--- src/fmbc_consts.vh ---
`ifndef FMBC_CONSTS_VH
`define FMBC_CONSTS_VH
// register offsets
`define FMBC_REG_CTRL      4'h0
`define FMBC_REG_WARM      4'h1
`define FMBC_REG_STATUS    4'h2
`define FMBC_REG_HIST      4'h3
`define FMBC_REG_WDOG      4'h4
// control register fields
`define FMBC_CTRL_FB_EN    0
`define FMBC_CTRL_SPI      1
`define FMBC_CTRL_PAR      2
`define FMBC_CTRL_SYNC     3
`define FMBC_CTRL_WDOG_EN  4
`define FMBC_CTRL_WIDTH_LO 5
`define FMBC_CTRL_WIDTH_HI 6
// reset values
`define FMBC_GOLDEN_ADDR   32'h0000_0000
`define FMBC_RS_GOLDEN     2'h0
`define FMBC_WIDTH_X1      2'h0
`define FMBC_CTRL_RESET    32'h0000_0000
// timing
`define FMBC_CLEAR_NS      1000
`define FMBC_CLK_NS        10
`define FMBC_CLEAR_CYCLES  ((`FMBC_CLEAR_NS + `FMBC_CLK_NS - 1) / `FMBC_CLK_NS)
`define FMBC_WDOG_DEFAULT  32'h0000_ffff
`endif

--- src/fmbc_error_collect.v ---
`timescale 1ns/10ps
`include "fmbc_consts.vh"
module fmbc_error_collect (
    input  wire       idcode_err_in,
    input  wire       crc_err_in,
    input  wire       wdog_err_in,
    input  wire       wrap_err_in,
    input  wire       par_mode_in,
    input  wire       active_in,
    output wire       any_err_out,
    output wire [3:0] cause_out
);
    assign cause_out   = {wrap_err_in & par_mode_in, wdog_err_in, crc_err_in, idcode_err_in};
    assign any_err_out = active_in & (|cause_out);
endmodule

--- src/fmbc_watchdog.v ---
`timescale 1ns/10ps
`include "fmbc_consts.vh"
module fmbc_watchdog #(
    parameter WIDTH = 32
) (
    input  wire             mclk_in,
    input  wire             rstn_in,
    input  wire             start_in,
    input  wire             stop_in,
    input  wire             enable_in,
    input  wire [WIDTH-1:0] load_in,
    output reg              expire_out
);
    reg [WIDTH-1:0] count;
    reg             run;
    always @(posedge mclk_in or negedge rstn_in) begin
        if (!rstn_in) begin
            count      <= {WIDTH{1'b0}};
            run        <= 1'b0;
            expire_out <= 1'b0;
        end else begin
            expire_out <= 1'b0;
            if (start_in) begin
                count <= load_in;
                run   <= enable_in;
            end else if (stop_in || !enable_in) begin
                run <= 1'b0;
            end else if (run) begin
                if (count == {WIDTH{1'b0}}) begin
                    expire_out <= 1'b1;
                    run        <= 1'b0;
                end else begin
                    count <= count - {{(WIDTH-1){1'b0}}, 1'b1};
                end
            end
        end
    end
endmodule

--- src/fmbc_top.v ---
// Behaviour
// - fallback reset spares boot logic, address, history
// - fallback drops init/done, clears, restarts at 0
// - reloaded image may rewrite warm-start address
// - idcode, crc, watchdog errors, and wraparound errors in parallel mode only, trigger fallback
// - fallback enabled by bitstream option
// - reprogram command ignored during fallback load
// - watchdog disabled during fallback load
// - failed fallback halts with init/done low
// - works in every master mode
// - power up loads golden image from 0
// - failing upper image falls back to golden
// - spi fallback reads at x1 width
// - parallel fallback uses asynchronous reads
// - reprogram clears, restarts at warm-start address
// - unset warm-start address becomes zero
// - watchdog counts from start, stops at startup end
`timescale 1ns/10ps
`include "fmbc_consts.vh"
module fmbc_top #(
    parameter ADDR_W       = 32,
    parameter CLEAR_CYCLES = `FMBC_CLEAR_CYCLES
) (
    input  wire              mclk_in,
    input  wire              rstn_in,
    input  wire [3:0]        reg_addr_in,
    input  wire [31:0]       reg_wdata_in,
    input  wire              reg_wr_in,
    input  wire              reg_rd_in,
    output reg  [31:0]       reg_rdata_out,
    input  wire              bs_start_in,
    input  wire              bs_warm_wr_in,
    input  wire [ADDR_W-1:0] bs_warm_data_in,
    input  wire              bs_reprogram_in,
    input  wire              bs_startup_done_in,
    input  wire              idcode_err_in,
    input  wire              crc_err_in,
    input  wire              wrap_err_in,
    output reg               load_req_out,
    output reg  [ADDR_W-1:0] load_addr_out,
    output reg  [1:0]        revision_select_pins_out,
    output reg               revision_select_pins_oe_out,
    output reg  [1:0]        bus_width_out,
    output reg               sync_read_out,
    output reg               config_reset_out,
    output reg               mem_clear_out,
    output reg               init_out,
    output reg               done_out
);
    localparam S_CLEAR   = 6'b000001;
    localparam S_LOAD    = 6'b000010;
    localparam S_LOADING = 6'b000100;
    localparam S_DONE    = 6'b001000;
    localparam S_HALT    = 6'b010000;
    localparam S_IDLE    = 6'b100000;

    reg [5:0]        state;
    reg [5:0]        next_state;
    reg [31:0]       ctrl;
    reg [31:0]       wdog_load;
    reg [ADDR_W-1:0] warm_start_address;
    reg              warm_written;
    reg              in_fallback;
    reg              next_in_fallback;
    reg              use_warm;
    reg              next_use_warm;
    reg [7:0]        boot_history_status;
    reg [31:0]       warm_word;
    reg [15:0]       clear_cnt;
    wire             any_err;
    wire [3:0]       cause;
    wire             wdog_expire;
    wire             fb_enable;
    wire             loading;
    wire             reprogram;
    wire             clear_done;

    assign fb_enable  = ctrl[`FMBC_CTRL_FB_EN];
    assign loading    = (state == S_LOADING);
    assign reprogram  = bs_reprogram_in & (state == S_DONE) & !in_fallback;
    assign clear_done = (clear_cnt == 16'h0000);

    fmbc_error_collect u_err (
        .idcode_err_in (idcode_err_in),
        .crc_err_in    (crc_err_in),
        .wdog_err_in   (wdog_expire),
        .wrap_err_in   (wrap_err_in),
        .par_mode_in   (ctrl[`FMBC_CTRL_PAR]),
        .active_in     (loading),
        .any_err_out   (any_err),
        .cause_out     (cause)
    );

    fmbc_watchdog #(
        .WIDTH (32)
    ) u_wdog (
        .mclk_in    (mclk_in),
        .rstn_in    (rstn_in),
        .start_in   (bs_start_in & loading),
        .stop_in    (bs_startup_done_in),
        .enable_in  (ctrl[`FMBC_CTRL_WDOG_EN] & !in_fallback),
        .load_in    (wdog_load),
        .expire_out (wdog_expire)
    );

    always @* begin
        next_state       = state;
        next_in_fallback = in_fallback;
        next_use_warm    = use_warm;
        case (state)
            S_CLEAR: begin
                if (clear_done) begin
                    next_state = S_LOAD;
                end
            end
            S_LOAD: begin
                next_state = S_LOADING;
            end
            S_LOADING: begin
                if (any_err) begin
                    if (in_fallback || !fb_enable) begin
                        next_state = S_HALT;
                    end else begin
                        next_state       = S_CLEAR;
                        next_in_fallback = 1'b1;
                        next_use_warm    = 1'b0;
                    end
                end else if (bs_startup_done_in) begin
                    next_state = S_DONE;
                end
            end
            S_DONE: begin
                if (reprogram) begin
                    next_state       = S_CLEAR;
                    next_in_fallback = 1'b0;
                    next_use_warm    = 1'b1;
                end
            end
            S_HALT: begin
                next_state = S_HALT;
            end
            S_IDLE: begin
                next_state = S_CLEAR;
            end
            default: begin
                next_state = S_CLEAR;
            end
        endcase
    end

    always @(posedge mclk_in or negedge rstn_in) begin
        if (!rstn_in) begin
            state       <= S_CLEAR;
            in_fallback <= 1'b0;
            use_warm    <= 1'b0;
            clear_cnt   <= CLEAR_CYCLES[15:0];
        end else begin
            state       <= next_state;
            in_fallback <= next_in_fallback;
            use_warm    <= next_use_warm;
            if (next_state == S_CLEAR && state != S_CLEAR) begin
                clear_cnt <= CLEAR_CYCLES[15:0];
            end else if (state == S_CLEAR && !clear_done) begin
                clear_cnt <= clear_cnt - 16'h0001;
            end
        end
    end

    // warm-start address and history survive the fallback reset
    always @(posedge mclk_in or negedge rstn_in) begin
        if (!rstn_in) begin
            warm_start_address  <= `FMBC_GOLDEN_ADDR;
            warm_written        <= 1'b0;
            boot_history_status <= 8'h00;
        end else begin
            // only the bitstream counts as setting the address for the zero default
            if (reg_wr_in && reg_addr_in == `FMBC_REG_WARM) begin
                warm_start_address <= reg_wdata_in[ADDR_W-1:0];
            end else if (bs_warm_wr_in && loading) begin
                warm_start_address <= bs_warm_data_in;
                warm_written       <= 1'b1;
            end else if (state == S_LOADING && next_state == S_DONE && !warm_written) begin
                warm_start_address <= `FMBC_GOLDEN_ADDR;
            end
            if (state == S_LOAD) begin
                warm_written <= 1'b0;
            end
            if (state == S_LOADING && any_err) begin
                boot_history_status <= {in_fallback, 3'h0, cause};
            end
        end
    end

    // ctrl bits above 2 cleared by fallback reset, wdog_load kept; both kept by reprogram
    always @(posedge mclk_in or negedge rstn_in) begin
        if (!rstn_in) begin
            ctrl      <= `FMBC_CTRL_RESET;
            wdog_load <= `FMBC_WDOG_DEFAULT;
        end else if (state == S_LOADING && any_err && !in_fallback && fb_enable) begin
            ctrl      <= `FMBC_CTRL_RESET | (ctrl & 32'h0000_0007);
        end else if (reg_wr_in && reg_addr_in == `FMBC_REG_CTRL) begin
            ctrl <= reg_wdata_in;
        end else if (reg_wr_in && reg_addr_in == `FMBC_REG_WDOG) begin
            wdog_load <= reg_wdata_in;
        end
    end

    always @(posedge mclk_in or negedge rstn_in) begin
        if (!rstn_in) begin
            load_req_out                <= 1'b0;
            load_addr_out               <= `FMBC_GOLDEN_ADDR;
            revision_select_pins_out    <= `FMBC_RS_GOLDEN;
            revision_select_pins_oe_out <= 1'b0;
            bus_width_out               <= `FMBC_WIDTH_X1;
            sync_read_out               <= 1'b0;
            config_reset_out            <= 1'b1;
            mem_clear_out               <= 1'b1;
            init_out                    <= 1'b0;
            done_out                    <= 1'b0;
        end else begin
            load_req_out     <= (state == S_LOAD);
            config_reset_out <= (next_state == S_CLEAR) && (state != S_CLEAR);
            mem_clear_out    <= (next_state == S_CLEAR);
            init_out         <= (next_state == S_LOADING) || (next_state == S_DONE);
            done_out         <= (next_state == S_DONE);
            if (state == S_LOAD) begin
                if (use_warm) begin
                    load_addr_out <= warm_start_address;
                end else begin
                    load_addr_out <= `FMBC_GOLDEN_ADDR;
                end
                revision_select_pins_oe_out <= in_fallback & !ctrl[`FMBC_CTRL_SPI];
                revision_select_pins_out    <= `FMBC_RS_GOLDEN;
                if (in_fallback && ctrl[`FMBC_CTRL_SPI]) begin
                    bus_width_out <= `FMBC_WIDTH_X1;
                end else begin
                    bus_width_out <= ctrl[`FMBC_CTRL_WIDTH_HI:`FMBC_CTRL_WIDTH_LO];
                end
                sync_read_out <= ctrl[`FMBC_CTRL_SYNC] & ctrl[`FMBC_CTRL_PAR]
                                 & !in_fallback;
            end
            if (next_state == S_HALT) begin
                init_out <= 1'b0;
                done_out <= 1'b0;
            end
        end
    end

    // zero-extended warm-start address for the read port
    always @* begin
        warm_word             = 32'h0000_0000;
        warm_word[ADDR_W-1:0] = warm_start_address;
    end

    always @(posedge mclk_in or negedge rstn_in) begin
        if (!rstn_in) begin
            reg_rdata_out <= 32'h0000_0000;
        end else if (reg_rd_in) begin
            case (reg_addr_in)
                `FMBC_REG_CTRL:   reg_rdata_out <= ctrl;
                `FMBC_REG_WARM:   reg_rdata_out <= warm_word;
                `FMBC_REG_STATUS: reg_rdata_out <= {26'h0, state};
                `FMBC_REG_HIST:   reg_rdata_out <= {24'h0, boot_history_status};
                `FMBC_REG_WDOG:   reg_rdata_out <= wdog_load;
                default:          reg_rdata_out <= 32'h0000_0000;
            endcase
        end else begin
            reg_rdata_out <= 32'h0000_0000;
        end
    end
endmodule

--- config.mk ---
export PLATFORM = sky130hd
export DESIGN_NAME = fmbc_top
export DESIGN_NICKNAME = d
export VERILOG_FILES = /design/src/fmbc_error_collect.v /design/src/fmbc_watchdog.v /design/src/fmbc_top.v
export VERILOG_INCLUDE_DIRS = /design/src /design/src/src
export SDC_FILE = /design/constraint.sdc
export NUM_CORES = 1
export LEC_CHECK = 0
export BUFFER_PORTS_ARGS = -buffer_cell sky130_fd_sc_hd__buf_2
export CORE_MARGIN = 1
export CORE_UTILIZATION = 27
export DETAILED_ROUTE_END_ITERATION = 7
export PLACE_DENSITY = 0.48
export SLEW_MARGIN = 20
export SYNTH_ARGS = -nofsm -noshare
export SYNTH_HDL_FRONTEND = slang
export SYNTH_SLANG_ARGS = --single-unit
--- constraint.sdc ---
create_clock -name mclk_in -period 2.7 [get_ports mclk_in]
set_input_delay 0 -clock mclk_in [delete_from_list [all_inputs] [get_ports mclk_in]]
set_output_delay 0 -clock mclk_in [all_outputs]
set_load 0.005 [all_outputs]
==> flow_metrics.env <==
export IMPL_status="completed"
export IMPL_endpoint_kind="flop"
export IMPL_root_buffer="clkbuf_16"
export IMPL_cts_buffers=26
export IMPL_synth_flop_cell="dfrtp_1"
export IMPL_rr_startpoint="state[1]"
export IMPL_die_w_um=198.3
export IMPL_num_io_pins=154
export IMPL_cp_max_fo=15
export IMPL_synth_seq_cells=233
export IMPL_ff2ff_path_depth=8
export IMPL_dr_pass1_iters=6
export IMPL_dr_total_vias=8686
export IMPL_yosys_top_cells_area="dfrtp_1 51%, dfstp_2 5.6%, nand2_1 4.9%, mux2_1 3.7%, o21ai_0 3.4%"
export IMPL_grt_usage_pct=16.29
export IMPL_clk_path_buf_depth=3
export IMPL_grt_max_degree=80
export IMPL_cp_start_kind="flop"
export IMPL_fin_ws_ps=146.1
export IMPL_ys_warn_count=0
export IMPL_vias_per_cell=4.924
export IMPL_placementRows=71
export IMPL_placed_area_mm2=0.01187
export IMPL_synth_distinct_cells=69
export IMPL_yosys_mux_area_fraction_pct=3.886
export IMPL_timing_hold_ws_ps=41.41
export IMPL_place_ws_ps=227.1
export IMPL_finalClockSkew_ps=18.22
export IMPL_synth_top_family_by_area="compound AO/OA/AOI/OAI gates"
export IMPL_syn_area_per_cell_um2=10.66
export IMPL_power_leakage_nw=6.076
export IMPL_synthCells=976
export IMPL_fin_crit_sh_pct=94.59
export IMPL_cts_setup_buffers=0
export IMPL_async_flop_share_pct=100.0
export IMPL_syn_to_final_growth_pct=32.88
export IMPL_drt_wl_total_um=31850
export IMPL_synth_area_leader_cell="dfrtp_1"
export IMPL_setup_viol=0
export IMPL_die_area_mm2=0.03931
export IMPL_antenna_found_initial=2
export IMPL_min_period_ps=2554
export IMPL_worstMarginPinSlew_ps=719.4
export IMPL_final_area_mm2=0.01382
export IMPL_yosys_area_share_adder_pct=0.2406
export IMPL_yosys_area_share_xor_xnor_pct=1.516
export IMPL_r2r_slack_ps=150
export IMPL_grt_pass1_vias=8709
export IMPL_seq_area_frac_synth_pct=56.33
export IMPL_gr_total_overflow=0
export IMPL_max_cap_viol_count=0
export IMPL_nets=1313
export IMPL_ir_drop_mv=0.5118
export IMPL_hold_viol_final=0
export IMPL_drc=0
export IMPL_critical_path_class="flop to flop"
export IMPL_final_antenna_net_count=0
export IMPL_cts_tree="yes"
export IMPL_start_util_pct=27.55
export IMPL_coreArea_mm2=0.03776
export IMPL_maxSlewViolCount=0
export IMPL_tns_ps=0
export IMPL_netlist_area_mm2=0.01040
export IMPL_cts_sinks=233
export IMPL_synth_simple_area_share_pct=15.94
export IMPL_crit_arrival_ps=2990
export IMPL_reg2reg_to="warm_start_address[26]"
export IMPL_port_buffers=151
export IMPL_synth_compound_area_share_pct=18.55
export IMPL_avgRoutedWirePerCell_um=18.06
export IMPL_post_dp_hpwl_um=21820
export IMPL_relSlewSlack_pct=52.04
export IMPL_hold_path_class="input pin to async pin"
export IMPL_cts_max_level=1
export IMPL_first_iter_violations=752
export IMPL_path_clk_slew_ps=60
export IMPL_grt_pass1_wl_um=49960
export IMPL_synth_enable_flop_cells=0
export IMPL_pwr_density_cell_mw_per_mm2=616.6
export IMPL_drive_gt1_share_pct=22.38
export IMPL_die_y_um=198.3
export IMPL_place_gp_congestion=0.8366
export IMPL_worstPathRequired_ps=3140
export IMPL_clk_latency_ps=540
export IMPL_max_clock_freq_ghz=0.3916
export IMPL_synth_top_area_share_pct=50.77
layout by cell type, fill, tap and decap left out, types with 11 or more instances in the layout:
master	n
or4_1	11
clkbuf_16	27
o21ai_0	70
nand2_1	135
a21oi_1	15
dlygate4sd3_1	105
or3_1	31
dfstp_2	22
buf_2	150
a31oi_1	21
buf_4	34
a22oi_1	43
o21ai_1	23
a222oi_1	29
dfrtp_1	211
xnor2_1	11
nor3_1	16
nor2_1	72
a22o_1	30
mux2_1	34
timing repair:
action / CTS / global route
hold endpoints to repair: 225 / 0
gates resized for setup: 0 / 4
setup endpoints to repair: 0 / 32
hold buffers: 105 / 0
cells in the mapped netlist, types with 8 or more instances:
cell,number
dfrtp_1,211
nand2_1,135
nor2_1,73
o21ai_0,70
clkbuf_1,51
a22oi_1,43
mux2_1,34
or3_1,31
a22o_1,30
a222oi_1,29
o21ai_1,24
dfstp_2,22
a31oi_1,21
a21oi_1,16
nor3_1,16
or4_1,11
xnor2_1,11
nand3_1,10
buf_2,9
o211ai_1,9
nand2b_1,8
nor4_1,8
per-layer routing:
layer / up-vias / wire length [um] / GRT usage, %
li1: 4113 / - / -
met1: 4284 / 14530 / 22.33
met2: 254 / 15070 / 26.78
met3: 35 / 1696 / 2.146
met4: 0 / 556 / 4.536
met5: - / 0 / 0
power by group:
part           internal (mW)  switching, mW  leakage [nW]  total [mW]
Combinational          0.360          0.337          2.59       0.696
Clock                   2.18           1.46         0.426        3.64
Sequential              3.87          0.312          3.06        4.18
Total                   6.41           2.11          6.08        8.52
layout make-up:
type	count	area [um2]
fillers	3813	23940
clock inverters	9	106.4
multi-input cells	667	4225
well taps	511	639.4
clock buffers	38	777.0
diodes	2	5.005
flip-flops and latches	233	5858
inverters	8	30.03
repair buffers	296	2178
sequential cells by signal, summed over array words and instances, names as in the netlist, 2 cells and up:
name                 flops
u_wdog.count            32
warm_start_address      32
reg_rdata_out           32
wdog_load               32
state                    6
load_addr_out           32
bus_width_out            2
boot_history_status      5
ctrl                    32
clear_cnt               16
logic make-up (layout without fill, tap and decap cells):
logic type / after synthesis / count (layout)
AOI/OAI and AO/OA: 275 / 275
xor gates and xnor gates: 18 / 18
other: 1 / 5
adders and majority gates: 2 / 2
and+or+nand+nor: 333 / 333
muxes: 36 / 36
buffers and inverters: 78 / 351
DFF: 233 / 233
stage by stage:
stage,cells,util (%),total power [mW]
after floorplan,978,-,4.462
after global placement,1610,31.43,4.835
after detailed placement,1610,31.43,4.854
after CTS,1762,36.55,8.613
after global routing,1763,36.60,8.872
final,1764,36.60,8.521
how the worst max path moves through the flow:
stage,startpoint,end,slack (ps),depth (start not counted)
final,state[1],warm_start_address[26],150,8
after global routing,state[1],warm_start_address[15],-0.9,8
after CTS,state[1],warm_start_address[10],70,8
after detailed placement,state[1],wdog_load[23],230,6
after global placement,state[1],wdog_load[23],260,6
after floorplan,state[0],wdog_load[16],330,7
worst max-delay path, stage by stage (launching register included):
cell and delay (ps):
dfrtp_1 390, or4_4 560, nor2_2 140, buf_4 170, and3b_1 230, buf_6 200, a22oi_1 90, dlygate4sd3_1 580
o21ai_0 90
Note: power is estimated with default switching activity, not from simulation.
